## config.mk

```make
export PLATFORM = sky130hd
export DESIGN_NAME = pwm_output_trigger_control
export DESIGN_NICKNAME = d
export VERILOG_FILES = /design/src/logic/pwm_ctl_pkg.sv /design/src/logic/pwm_output_trigger_control.sv
export SDC_FILE = /design/constraint.sdc
export NUM_CORES = 1
export LEC_CHECK = 0
export BUFFER_PORTS_ARGS = -buffer_cell sky130_fd_sc_hd__buf_2
export CAP_MARGIN = 10
export CORE_MARGIN = 5
export CORE_UTILIZATION = 53
export DETAILED_ROUTE_END_ITERATION = 10
export PLACE_DENSITY = 0.91
export SLEW_MARGIN = 10
export SYNTH_ARGS = -nofsm -noshare
export SYNTH_HDL_FRONTEND = slang
export SYNTH_SLANG_ARGS = --single-unit
```

## constraint.sdc

```tcl
create_clock -name clk_i -period 5.01 [get_ports clk_i]
set_clock_uncertainty 0.05 [all_clocks]
set_input_delay 0.7515 -clock clk_i [delete_from_list [all_inputs] [get_ports clk_i]]
set_output_delay 0.7515 -clock clk_i [all_outputs]
set_load 0.05 [all_outputs]
```

## src/logic/pwm_ctl_pkg.sv

```systemverilog
// Package for the PWM output and trigger control slice.
// Assumes a 32-bit Avalon-MM register bus and a 50 MHz system clock.
`default_nettype none

package pwm_ctl_pkg;

  // Register byte offsets
  localparam logic [4:0] OFS_TRIG_CTRL  = 5'h00;
  localparam logic [4:0] OFS_OUT_CTRL   = 5'h04;
  localparam logic [4:0] OFS_LIMIT_CTRL = 5'h08;
  localparam logic [4:0] OFS_IRQ_STAT   = 5'h0C;
  localparam logic [4:0] OFS_IRQ_CLEAR  = 5'h10;
  localparam logic [4:0] OFS_IRQ_ENABLE = 5'h14;

  // Reset values
  localparam logic [15:0] TRIG_RESET  = 16'h0000;
  localparam logic [15:0] OUT_RESET   = 16'h0000;
  localparam logic [15:0] LIMIT_RESET = 16'h0000;
  localparam logic [2:0]  IRQ_RESET   = 3'h0;

  // Writable bit masks; all other positions read as zero
  localparam logic [15:0] TRIG_WMASK  = 16'hE03F;
  localparam logic [15:0] OUT_WMASK   = 16'hFFFD;
  localparam logic [15:0] LIMIT_WMASK = 16'h1FFF;

  // Trigger control fields
  localparam int TRIG_DIV_LSB   = 13;
  localparam int TRIG_START_LSB = 0;

  // Output control fields
  localparam int OUT_HIGH_OWN   = 15;
  localparam int OUT_LOW_OWN    = 14;
  localparam int OUT_HIGH_INV   = 13;
  localparam int OUT_LOW_INV    = 12;
  localparam int OUT_MODE_LSB   = 10;
  localparam int OUT_HIGH_FORCE = 9;
  localparam int OUT_LOW_FORCE  = 8;
  localparam int OUT_FVAL_LSB   = 6;
  localparam int OUT_TVAL_LSB   = 4;
  localparam int OUT_LVAL_LSB   = 2;
  localparam int OUT_ALIGN      = 0;

  // Limit control fields
  localparam int LIM_SRC_LSB    = 9;
  localparam int LIM_INV        = 8;
  localparam int LIM_EN         = 7;
  localparam int TRIP_SRC_LSB   = 3;
  localparam int TRIP_INV       = 2;
  localparam int TRIP_MODE_LSB  = 0;

  // Interrupt status bits
  localparam int IRQ_TRIG  = 0;
  localparam int IRQ_LIMIT = 1;
  localparam int IRQ_TRIP  = 2;

  // Number of asynchronous limit and trip sources
  localparam int NUM_SRC = 10;

  // Pin pair modes
  typedef enum logic [1:0] {
    MODE_COMPL  = 2'b00,
    MODE_INDEP  = 2'b01,
    MODE_PUSH   = 2'b10,
    MODE_RSVD   = 2'b11
  } pair_mode_t;

  // Trip modes
  localparam logic [1:0] TRIP_MODE_FORCE = 2'b01;
  localparam logic [1:0] TRIP_MODE_OFF   = 2'b11;

  // High and low signal of one pin pair
  typedef struct packed {
    logic high;
    logic low;
  } pin_pair_t;

endpackage

`default_nettype wire

```

## src/logic/pwm_output_trigger_control.sv

```systemverilog
// PWM output pin control, current limit / trip selection and trigger postscaler.
// Assumes generator signals, roll count and trigger events come from logic on clk_i;
// comparator and fault inputs are asynchronous and are synchronised here.
//
// The Avalon-MM register port and the register offsets are this design's own decisions.
`timescale 1ns/1ps
`default_nettype none

module pwm_output_trigger_control (
  // Clock and reset
  input  wire logic                  clk_i,
  input  wire logic                  rst_n_i,
  // Avalon-MM slave
  input  wire logic [4:0]            avs_address_i,
  input  wire logic                  avs_read_i,
  input  wire logic                  avs_write_i,
  input  wire logic [31:0]           avs_writedata_i,
  input  wire logic [3:0]            avs_byteenable_i,
  output logic      [31:0]           avs_readdata_o,
  output logic                       avs_waitrequest_o,
  // Generator side, same clock
  input  wire pwm_ctl_pkg::pin_pair_t gen_pair_i,
  input  wire pwm_ctl_pkg::pin_pair_t gpio_pair_i,
  input  wire logic                  tb_period_i,
  input  wire logic [5:0]            roll_count_i,
  input  wire logic                  trig_event_i,
  // Asynchronous limit and trip sources
  input  wire logic [3:0]            comparator_i,
  input  wire logic [3:0]            shared_trip_i,
  input  wire logic [1:0]            local_trip_i,
  // Pins and status
  output logic                       out_high_pin_o,
  output logic                       out_low_pin_o,
  output logic                       trig_out_o,
  output logic                       limit_active_o,
  output logic                       trip_active_o,
  output logic                       irq_o
);

  logic [15:0] trig_q;
  logic [15:0] out_q;
  logic [15:0] lim_q;
  logic [2:0]  irq_stat_q;
  logic [2:0]  irq_en_q;
  logic        wait_q;
  logic [31:0] rdata_q;
  logic        acc_wr;
  logic [15:0] wdata16;
  logic [15:0] wmask16;
  logic [pwm_ctl_pkg::NUM_SRC-1:0] src_raw;
  logic [pwm_ctl_pkg::NUM_SRC-1:0] sync1_q;
  logic [pwm_ctl_pkg::NUM_SRC-1:0] sync2_q;
  logic        limit_act_q;
  logic        trip_act_q;
  logic        armed_q;
  logic [2:0]  div_cnt_q;
  logic        trig_pulse_q;
  logic [2:0]  div_sel;
  logic [5:0]  start_sel;
  logic [1:0]  force_eff_q;
  logic [1:0]  force_val_eff_q;
  logic        push_phase_q;
  pwm_ctl_pkg::pin_pair_t mode_pair;
  pwm_ctl_pkg::pin_pair_t pri_pair;
  pwm_ctl_pkg::pin_pair_t pin_d;
  logic        limit_d;
  logic        trip_d;
  logic [2:0]  irq_set;

  // Source map shared by limit and trip selectors; reserved codes give zero
  function automatic logic pick_src(input logic [3:0] code,
                                    input logic [pwm_ctl_pkg::NUM_SRC-1:0] srcs);
    logic r;
    r = 1'b0;
    case (code)
      4'h0, 4'h1, 4'h2, 4'h3: r = srcs[code[1:0]];
      4'h8:    r = srcs[4];
      4'h9:    r = srcs[5];
      4'hA:    r = srcs[6];
      4'hB:    r = srcs[7];
      4'hD:    r = srcs[8];
      4'hF:    r = srcs[9];
      default: r = 1'b0;
    endcase
    return r;
  endfunction

  // Bus request accepted on the edge where waitrequest is low
  assign acc_wr  = avs_write_i & ~wait_q;
  assign wdata16 = avs_writedata_i[15:0];
  assign wmask16 = {{8{avs_byteenable_i[1]}}, {8{avs_byteenable_i[0]}}};

  // One wait state per access
  always_ff @(posedge clk_i) begin
    if (!rst_n_i) begin
      wait_q <= 1'b1;
    end else if ((avs_read_i | avs_write_i) && wait_q) begin
      wait_q <= 1'b0;
    end else begin
      wait_q <= 1'b1;
    end
  end

  // Control registers, masked so unimplemented bits stay zero
  always_ff @(posedge clk_i) begin
    if (!rst_n_i) begin
      trig_q <= pwm_ctl_pkg::TRIG_RESET;
      out_q  <= pwm_ctl_pkg::OUT_RESET;
      lim_q  <= pwm_ctl_pkg::LIMIT_RESET;
    end else if (acc_wr) begin
      case (avs_address_i)
        pwm_ctl_pkg::OFS_TRIG_CTRL: begin
          trig_q <= ((trig_q & ~wmask16) | (wdata16 & wmask16)) & pwm_ctl_pkg::TRIG_WMASK;
        end
        pwm_ctl_pkg::OFS_OUT_CTRL: begin
          out_q <= ((out_q & ~wmask16) | (wdata16 & wmask16)) & pwm_ctl_pkg::OUT_WMASK;
        end
        pwm_ctl_pkg::OFS_LIMIT_CTRL: begin
          lim_q <= ((lim_q & ~wmask16) | (wdata16 & wmask16)) & pwm_ctl_pkg::LIMIT_WMASK;
        end
        default: begin
        end
      endcase
    end
  end

  // Interrupt enable register
  always_ff @(posedge clk_i) begin
    if (!rst_n_i) begin
      irq_en_q <= pwm_ctl_pkg::IRQ_RESET;
    end else if (acc_wr && avs_address_i == pwm_ctl_pkg::OFS_IRQ_ENABLE && avs_byteenable_i[0]) begin
      irq_en_q <= avs_writedata_i[2:0];
    end
  end

  // Read data latched one cycle ahead so it stands when waitrequest drops
  always_ff @(posedge clk_i) begin
    if (!rst_n_i) begin
      rdata_q <= 32'h0000_0000;
    end else if (avs_read_i && wait_q) begin
      case (avs_address_i)
        pwm_ctl_pkg::OFS_TRIG_CTRL:  rdata_q <= {16'h0000, trig_q};
        pwm_ctl_pkg::OFS_OUT_CTRL:   rdata_q <= {16'h0000, out_q};
        pwm_ctl_pkg::OFS_LIMIT_CTRL: rdata_q <= {16'h0000, lim_q};
        pwm_ctl_pkg::OFS_IRQ_STAT:   rdata_q <= {29'h0000_0000, irq_stat_q};
        pwm_ctl_pkg::OFS_IRQ_ENABLE: rdata_q <= {29'h0000_0000, irq_en_q};
        default:                     rdata_q <= 32'h0000_0000;
      endcase
    end
  end

  assign avs_waitrequest_o = wait_q;
  assign avs_readdata_o    = rdata_q;

  // Two-flop synchronisers for the asynchronous sources
  assign src_raw = {local_trip_i, shared_trip_i, comparator_i};

  generate
    for (genvar i = 0; i < pwm_ctl_pkg::NUM_SRC; i++) begin : g_sync
      always_ff @(posedge clk_i) begin
        if (!rst_n_i) begin
          sync1_q[i] <= 1'b0;
          sync2_q[i] <= 1'b0;
        end else begin
          sync1_q[i] <= src_raw[i];
          sync2_q[i] <= sync1_q[i];
        end
      end
    end
  endgenerate

  // Limit and trip detection from the selected, polarity-corrected source
  always_comb begin
    limit_d = lim_q[pwm_ctl_pkg::LIM_EN] &
              (pick_src(lim_q[pwm_ctl_pkg::LIM_SRC_LSB +: 4], sync2_q) ^
               lim_q[pwm_ctl_pkg::LIM_INV]);
    trip_d  = (lim_q[pwm_ctl_pkg::TRIP_MODE_LSB +: 2] == pwm_ctl_pkg::TRIP_MODE_FORCE) &
              (pick_src(lim_q[pwm_ctl_pkg::TRIP_SRC_LSB +: 4], sync2_q) ^
               lim_q[pwm_ctl_pkg::TRIP_INV]);
  end

  always_ff @(posedge clk_i) begin
    if (!rst_n_i) begin
      limit_act_q <= 1'b0;
      trip_act_q  <= 1'b0;
    end else begin
      limit_act_q <= limit_d;
      trip_act_q  <= trip_d;
    end
  end

  assign limit_active_o = limit_act_q;
  assign trip_active_o  = trip_act_q;

  // Trigger postscaler: arm on roll match, then pass every (divider+1)th event
  assign div_sel   = trig_q[pwm_ctl_pkg::TRIG_DIV_LSB +: 3];
  assign start_sel = trig_q[pwm_ctl_pkg::TRIG_START_LSB +: 6];

  always_ff @(posedge clk_i) begin
    if (!rst_n_i) begin
      armed_q      <= 1'b0;
      div_cnt_q    <= 3'h0;
      trig_pulse_q <= 1'b0;
    end else if (acc_wr && avs_address_i == pwm_ctl_pkg::OFS_TRIG_CTRL) begin
      armed_q      <= 1'b0;
      div_cnt_q    <= 3'h0;
      trig_pulse_q <= 1'b0;
    end else begin
      trig_pulse_q <= 1'b0;
      if (!armed_q && roll_count_i == start_sel) begin
        armed_q <= 1'b1;
      end
      if (armed_q && trig_event_i) begin
        if (div_cnt_q == div_sel) begin
          div_cnt_q    <= 3'h0;
          trig_pulse_q <= 1'b1;
        end else begin
          div_cnt_q <= div_cnt_q + 3'h1;
        end
      end
    end
  end

  assign trig_out_o = trig_pulse_q;

  // Force enables and values, optionally taken only at the time base period
  always_ff @(posedge clk_i) begin
    if (!rst_n_i) begin
      force_eff_q     <= 2'b00;
      force_val_eff_q <= 2'b00;
    end else if (!out_q[pwm_ctl_pkg::OUT_ALIGN] || tb_period_i) begin
      force_eff_q     <= {out_q[pwm_ctl_pkg::OUT_HIGH_FORCE], out_q[pwm_ctl_pkg::OUT_LOW_FORCE]};
      force_val_eff_q <= out_q[pwm_ctl_pkg::OUT_FVAL_LSB +: 2];
    end
  end

  // Push-pull phase alternates every time base period
  always_ff @(posedge clk_i) begin
    if (!rst_n_i) begin
      push_phase_q <= 1'b0;
    end else if (tb_period_i) begin
      push_phase_q <= ~push_phase_q;
    end
  end

  // Pin pair mode shaping of the generator output
  always_comb begin
    case (pwm_ctl_pkg::pair_mode_t'(out_q[pwm_ctl_pkg::OUT_MODE_LSB +: 2]))
      pwm_ctl_pkg::MODE_COMPL: begin
        mode_pair.high = gen_pair_i.high;
        mode_pair.low  = ~gen_pair_i.high;
      end
      pwm_ctl_pkg::MODE_INDEP: begin
        mode_pair = gen_pair_i;
      end
      pwm_ctl_pkg::MODE_PUSH: begin
        mode_pair.high = gen_pair_i.high & ~push_phase_q;
        mode_pair.low  = gen_pair_i.high & push_phase_q;
      end
      default: begin
        mode_pair = '{high: 1'b0, low: 1'b0};
      end
    endcase
  end

  // Source priority, polarity and ownership for both pins
  always_comb begin
    if (trip_act_q) begin
      pri_pair = out_q[pwm_ctl_pkg::OUT_TVAL_LSB +: 2];
    end else if (limit_act_q) begin
      pri_pair = out_q[pwm_ctl_pkg::OUT_LVAL_LSB +: 2];
    end else begin
      pri_pair.high = force_eff_q[1] ? force_val_eff_q[1] : mode_pair.high;
      pri_pair.low  = force_eff_q[0] ? force_val_eff_q[0] : mode_pair.low;
    end
    pin_d.high = out_q[pwm_ctl_pkg::OUT_HIGH_OWN] ?
                 (pri_pair.high ^ out_q[pwm_ctl_pkg::OUT_HIGH_INV]) :
                 gpio_pair_i.high;
    pin_d.low  = out_q[pwm_ctl_pkg::OUT_LOW_OWN] ?
                 (pri_pair.low ^ out_q[pwm_ctl_pkg::OUT_LOW_INV]) :
                 gpio_pair_i.low;
  end

  always_ff @(posedge clk_i) begin
    if (!rst_n_i) begin
      out_high_pin_o <= 1'b0;
      out_low_pin_o  <= 1'b0;
    end else begin
      out_high_pin_o <= pin_d.high;
      out_low_pin_o  <= pin_d.low;
    end
  end

  // Sticky interrupt status; a new event wins over a clear in the same cycle
  assign irq_set[pwm_ctl_pkg::IRQ_TRIG]  = trig_pulse_q;
  assign irq_set[pwm_ctl_pkg::IRQ_LIMIT] = limit_d & ~limit_act_q;
  assign irq_set[pwm_ctl_pkg::IRQ_TRIP]  = trip_d & ~trip_act_q;

  always_ff @(posedge clk_i) begin
    if (!rst_n_i) begin
      irq_stat_q <= pwm_ctl_pkg::IRQ_RESET;
    end else if (acc_wr && avs_address_i == pwm_ctl_pkg::OFS_IRQ_CLEAR && avs_byteenable_i[0]) begin
      irq_stat_q <= (irq_stat_q & ~avs_writedata_i[2:0]) | irq_set;
    end else begin
      irq_stat_q <= irq_stat_q | irq_set;
    end
  end

  always_ff @(posedge clk_i) begin
    if (!rst_n_i) begin
      irq_o <= 1'b0;
    end else begin
      irq_o <= |(irq_stat_q & irq_en_q);
    end
  end
endmodule

`default_nettype wire

```

# Yosys cells after proc, flatten, opt, wreduce, memory -nomap -nowiden
# Cells that the tools add are included.
# word_totals
ff_bits	111
inputBits	67
out_inout_bits	39
word_cells	143
# op_classes
add_sub_neg	1
n_lt_le_gt_ge	2
n_eq_ne	28
mux	18
n_bitwise	32
n_reduce_logical	24
# ops
op	count
$pmux 16 s5	1
$and 16x16->16	3
$eq 4x4->1 const B	12
$or 16x16->16	2
$eq 4x2->1 const B	4
$not 16->16	1
$pmux 1 s7	2
$and 13x13->13	1
$or 13x13->13	1
$eq 5x4->1 const B	2
$eq 5x5->1 const B	2
$lt 2x5->1 const B	2
$logic_and 1x1->1	9
$eq 4x1->1 const B	2
$logic_not 4->1	2
$mux 1	8
$reduce_or 4->1	2
$and 1x1->1	7
$not 1->1	7
$and 3x3->3	2
$eq 6x6->1	1
$mux 3	2
$or 3x3->3	2
$pmux 2 s3	1
other kinds (17)	27

# Logic depth before layout (Yosys ltp)
# logic_depth
word_depth	8
depth_mapped	8
depth_no_buf	5

# Least setup slack after synthesis
# No wires, ideal clock.
# synth_path
path_kind	input-to-reg
startpoint	input port avs_address_i[1]
endpoint	register (tool-made name)
setup_ns	0.116
arrival_ns	1.981
required_ns	4.844
slack_ns	2.863
path_stages	8
n_path_buf	3
path_cell_list	or3_1 > buf_6 > nor2b_4 > buf_6 > and3_1 > buf_6 > mux2i_1 > nor2b_1
# synth_lines
item	line	rtl
start, declared	pwm_output_trigger_control.sv:14	input wire logic [4:0] avs_address_i,

==> run_results.csv <==
group,metric,value,unit
cts,root_buffer,"clkbuf_8",
die,die_area,0.00989,mm²
global_route,antenna_found_initial,0,
routing,routed_wl,9.45,mm
pwr,irDropWorstVdd,0.000196,V
routing,drt_iter0_drc,173,
setup_path,worst-path-max-fanout,11,
pwr,pwr-share-clk,40.3,%
hold_path,min_to,"sync2_q[0]$_SDFF_PN0_",
setup_path,critPathTopFamily,"simple AND/OR/NAND/NOR gates",
setup_path,r2r_slack,3.07,ns
setup_path,worstSetupStartpoint,"avs_address_i[1]",
cts,clk_pin_slew,0.09,ns
sta,setup_tns,0,ns
place,dpl-instance-area,0.00455,mm²
die,ios,106,
pwr,p_leak,1.92,nW
finish,layout_common_cells,"dfxtp_1, buf_2, nor2b_1",
die,rows,32,
sta,max_freq,347,MHz
hold_path,hold_path.class,"flip-flop to flip-flop",
routing,ant_nets,0,
finish,antennaDiodeCount,0,
sta,fin_crit_sh,57.5,%
setup_path,crit_type,"primary input to flip-flop",
place,dpl.cell_count,578,
global_route,grt_overflow_total,0,
cts,clock_sinks,95,
setup_path,slowest_delay,0.77,ns
flow_run,max_cap_viol_count,0,
sta,rsz0062_at_grt,"no",
pwr,intPower,1.13,mW
setup_path,start_kind,"primary input",
sta,setup_ws,2.13,ns
hold_path,whs_path_depth,1,
global_route,grt_pass1_vias,3043,
routing,drtPass1Iterations,4,
global_route,track_usage,19.3,%
cts,cts_tree,"yes",
setup_path,crit_chain,"buf_2, or3_1, nor2_1, and3_1, mux2i_1, nor2b_1",
setup_path,reg2regPathDepth,5,
die,fp.dieH,99.5,µm
sta,drv_slew,0,
logic_synthesis,ys_seq_area_share,44.8,%
logic_synthesis,avgSynthCellArea,9.93,µm²
logic_synthesis,synthArstFlopShare,0,%
setup_path,end_kind,"flip-flop",
sta,layout_min_cycle_time,2.88,ns
die,core_region_area,0.00777,mm²
sta,tightest_slew,0.922,ns
global_route,grt_first_pass_wirelength,15.0,mm
place,place_congestion,0.842,
cts,cts_resized,0,
sta,slew_headroom,38.3,%
pwr,p_sw_share,23.2,%
finish,layoutNonFillerInstCount,593,
pwr,p_per_area,308,mW/mm²
hold_path,worstHoldStart,"sync1_q[0]$_SDFF_PN0_",
cts,holdBufCountCts,0,
cts,postCtsSetupBuffers,0,
logic_synthesis,netlist_area,0.00424,mm²
cts,clk_latency,0.37,ns
pwr,p_switching,342,µW
setup_path,cp.depth,6,
routing,drc,0,
logic_synthesis,synth_ff_type,"dfxtp_1",
cts,cts_htree_levels,3,
setup_path,worstPathArrival,3.10,ns
routing,via_per_inst,5.33,
pwr,power_frac_comb,7.5,%
outcome,status,"complete, no violations",
logic_synthesis,synth_edf_count,0,
place,hpwl,6.72,mm
logic_synthesis,yosys_warnings,0,
cts,cts_buffers,9,
setup_path,worstReg2RegEnd,"irq_stat_q[2]$_SDFF_PN0_",
finish,stdcell_area,0.00478,mm²
sta,finalHoldViolCount,0,
routing,routedWlPerCell,15.9,µm
place,portBuffers,71,
cts,clk_path_buf_depth,2,
finish,nFillCells,643,
setup_path,required,5.23,ns
setup_path,critPathSlowestCell,"nor2_1",
die,die_w,99.5,µm
logic_synthesis,syn_inst,427,
global_route,grt_max_degree,94,
finish,nets,555,
finish,mostFrequentLayoutCell,"dfxtp_1",
finish,syn_to_final_growth,12.7,%
setup_path,path_buf_inv,1,
sta,setup_violations,0,
logic_synthesis,synth_seq_cells,95,
routing,vias,3159,
place,pre_cts_ws,1.77,ns
setup_path,timing.rr.start,"avs_waitrequest_o$_SDFF_PN1_",
logic_synthesis,yosysUniqueCellTypes,47,
pwr,pwr-share-seq,52.3,%
finish,layout-drive-gt1-share,20.4,%
die,start_util,54.6,%
[worst register-to-register path, cell delays in order, from the launching register on]
cell	delay [ns]
dfxtp_1	0.35
and2b_1	0.33
nand2_1	0.17
nor4_1	0.54
nand2_1	0.13
a32o_1	0.27
[how the worst max path moves through the flow]
stage	slack [ns]	endpoint
floorplan	2.86	flip-flop
global placement	1.86	flip-flop
detailed placement	1.77	flip-flop
CTS	2.16	flip-flop
global route	2.07	flip-flop
finish	2.13	flip-flop
[cell usage after synthesis (all sizes together), types with 2 or more instances]
| library cell | n | area, µm² |
|---|---|---|
| a21o | 2 | 15.0 |
| a21oi | 10 | 50.1 |
| a22oi | 13 | 97.6 |
| a31oi | 2 | 12.5 |
| a32o | 2 | 20.0 |
| and2 | 34 | 215 |
| and3 | 3 | 18.8 |
| buf | 24 | 188 |
| clkbuf | 14 | 52.6 |
| dfxtp | 95 | 1900 |
| inv | 2 | 7.51 |
| mux2i | 51 | 510 |
| mux4 | 6 | 135 |
| nand2 | 29 | 109 |
| nand3 | 9 | 45.0 |
| nand3b | 3 | 22.5 |
| nor2 | 11 | 41.3 |
| nor2b | 58 | 370 |
| nor3 | 4 | 42.5 |
| nor3b | 2 | 15.0 |
| nor4 | 2 | 12.5 |
| o211ai | 2 | 15.0 |
| o21a | 2 | 15.0 |
| o21ai | 18 | 90.1 |
| or3 | 2 | 12.5 |
| xnor2 | 3 | 26.3 |
| xor2 | 9 | 78.8 |
[cell families after synthesis]
| logic type | Yosys count | synth area share (%) |
|---|---|---|
| and+or+nand+nor | 163 | 22.4 |
| DFF | 95 | 44.8 |
| muxes | 58 | 15.5 |
| AOI/OAI and AO/OA | 57 | 8.58 |
| buffers and inverters | 40 | 5.84 |
| xor gates and xnor gates | 12 | 2.48 |
| adders and majority gates | 1 | 0.295 |
| other | 1 | 0.0884 |
[per-stage QoR]
step	util [%]	total power, mW	hold WS [ns]
finish	61.5	1.47	0.388
global route	61.5	1.52	0.405
CTS	61.5	1.48	0.387
detailed placement	58.6	0.896	0.368
global placement	58.6	0.893	0.368
floorplan	-	0.872	0.362
[power groups by stage]
stage | Clock (mW) | Combinational (mW) | Sequential (mW)
finish | 0.593 | 0.110 | 0.769
global route | 0.635 | 0.118 | 0.771
CTS | 0.602 | 0.109 | 0.769
detailed placement | 0 | 0.109 | 0.787
global placement | 0 | 0.107 | 0.786
floorplan | 0 | 0.0805 | 0.791
[per-layer routing]
layer  GRT usage, %  up-vias  share of wire, %
li1               -     1550                 -
met1           24.2     1472                43
met2           31.1      117                47
met3           4.77       20               7.0
met4           8.82        0               2.5
met5              0        -                 0
[layout make-up]
class                           count  area, µm²  share of cell area, %
Inverter                            2       7.51                  0.157
Multi-Input combinational cell    307       2150                   44.9
Clock inverter                      6        109                   2.28
Clock buffer                        9        124                   2.59
Tap cell                          102        128                   2.67
Sequential cell                    95       1900                   39.8
Timing Repair Buffer               72        363                   7.59
Note: power is estimated with default switching activity, not from simulation.
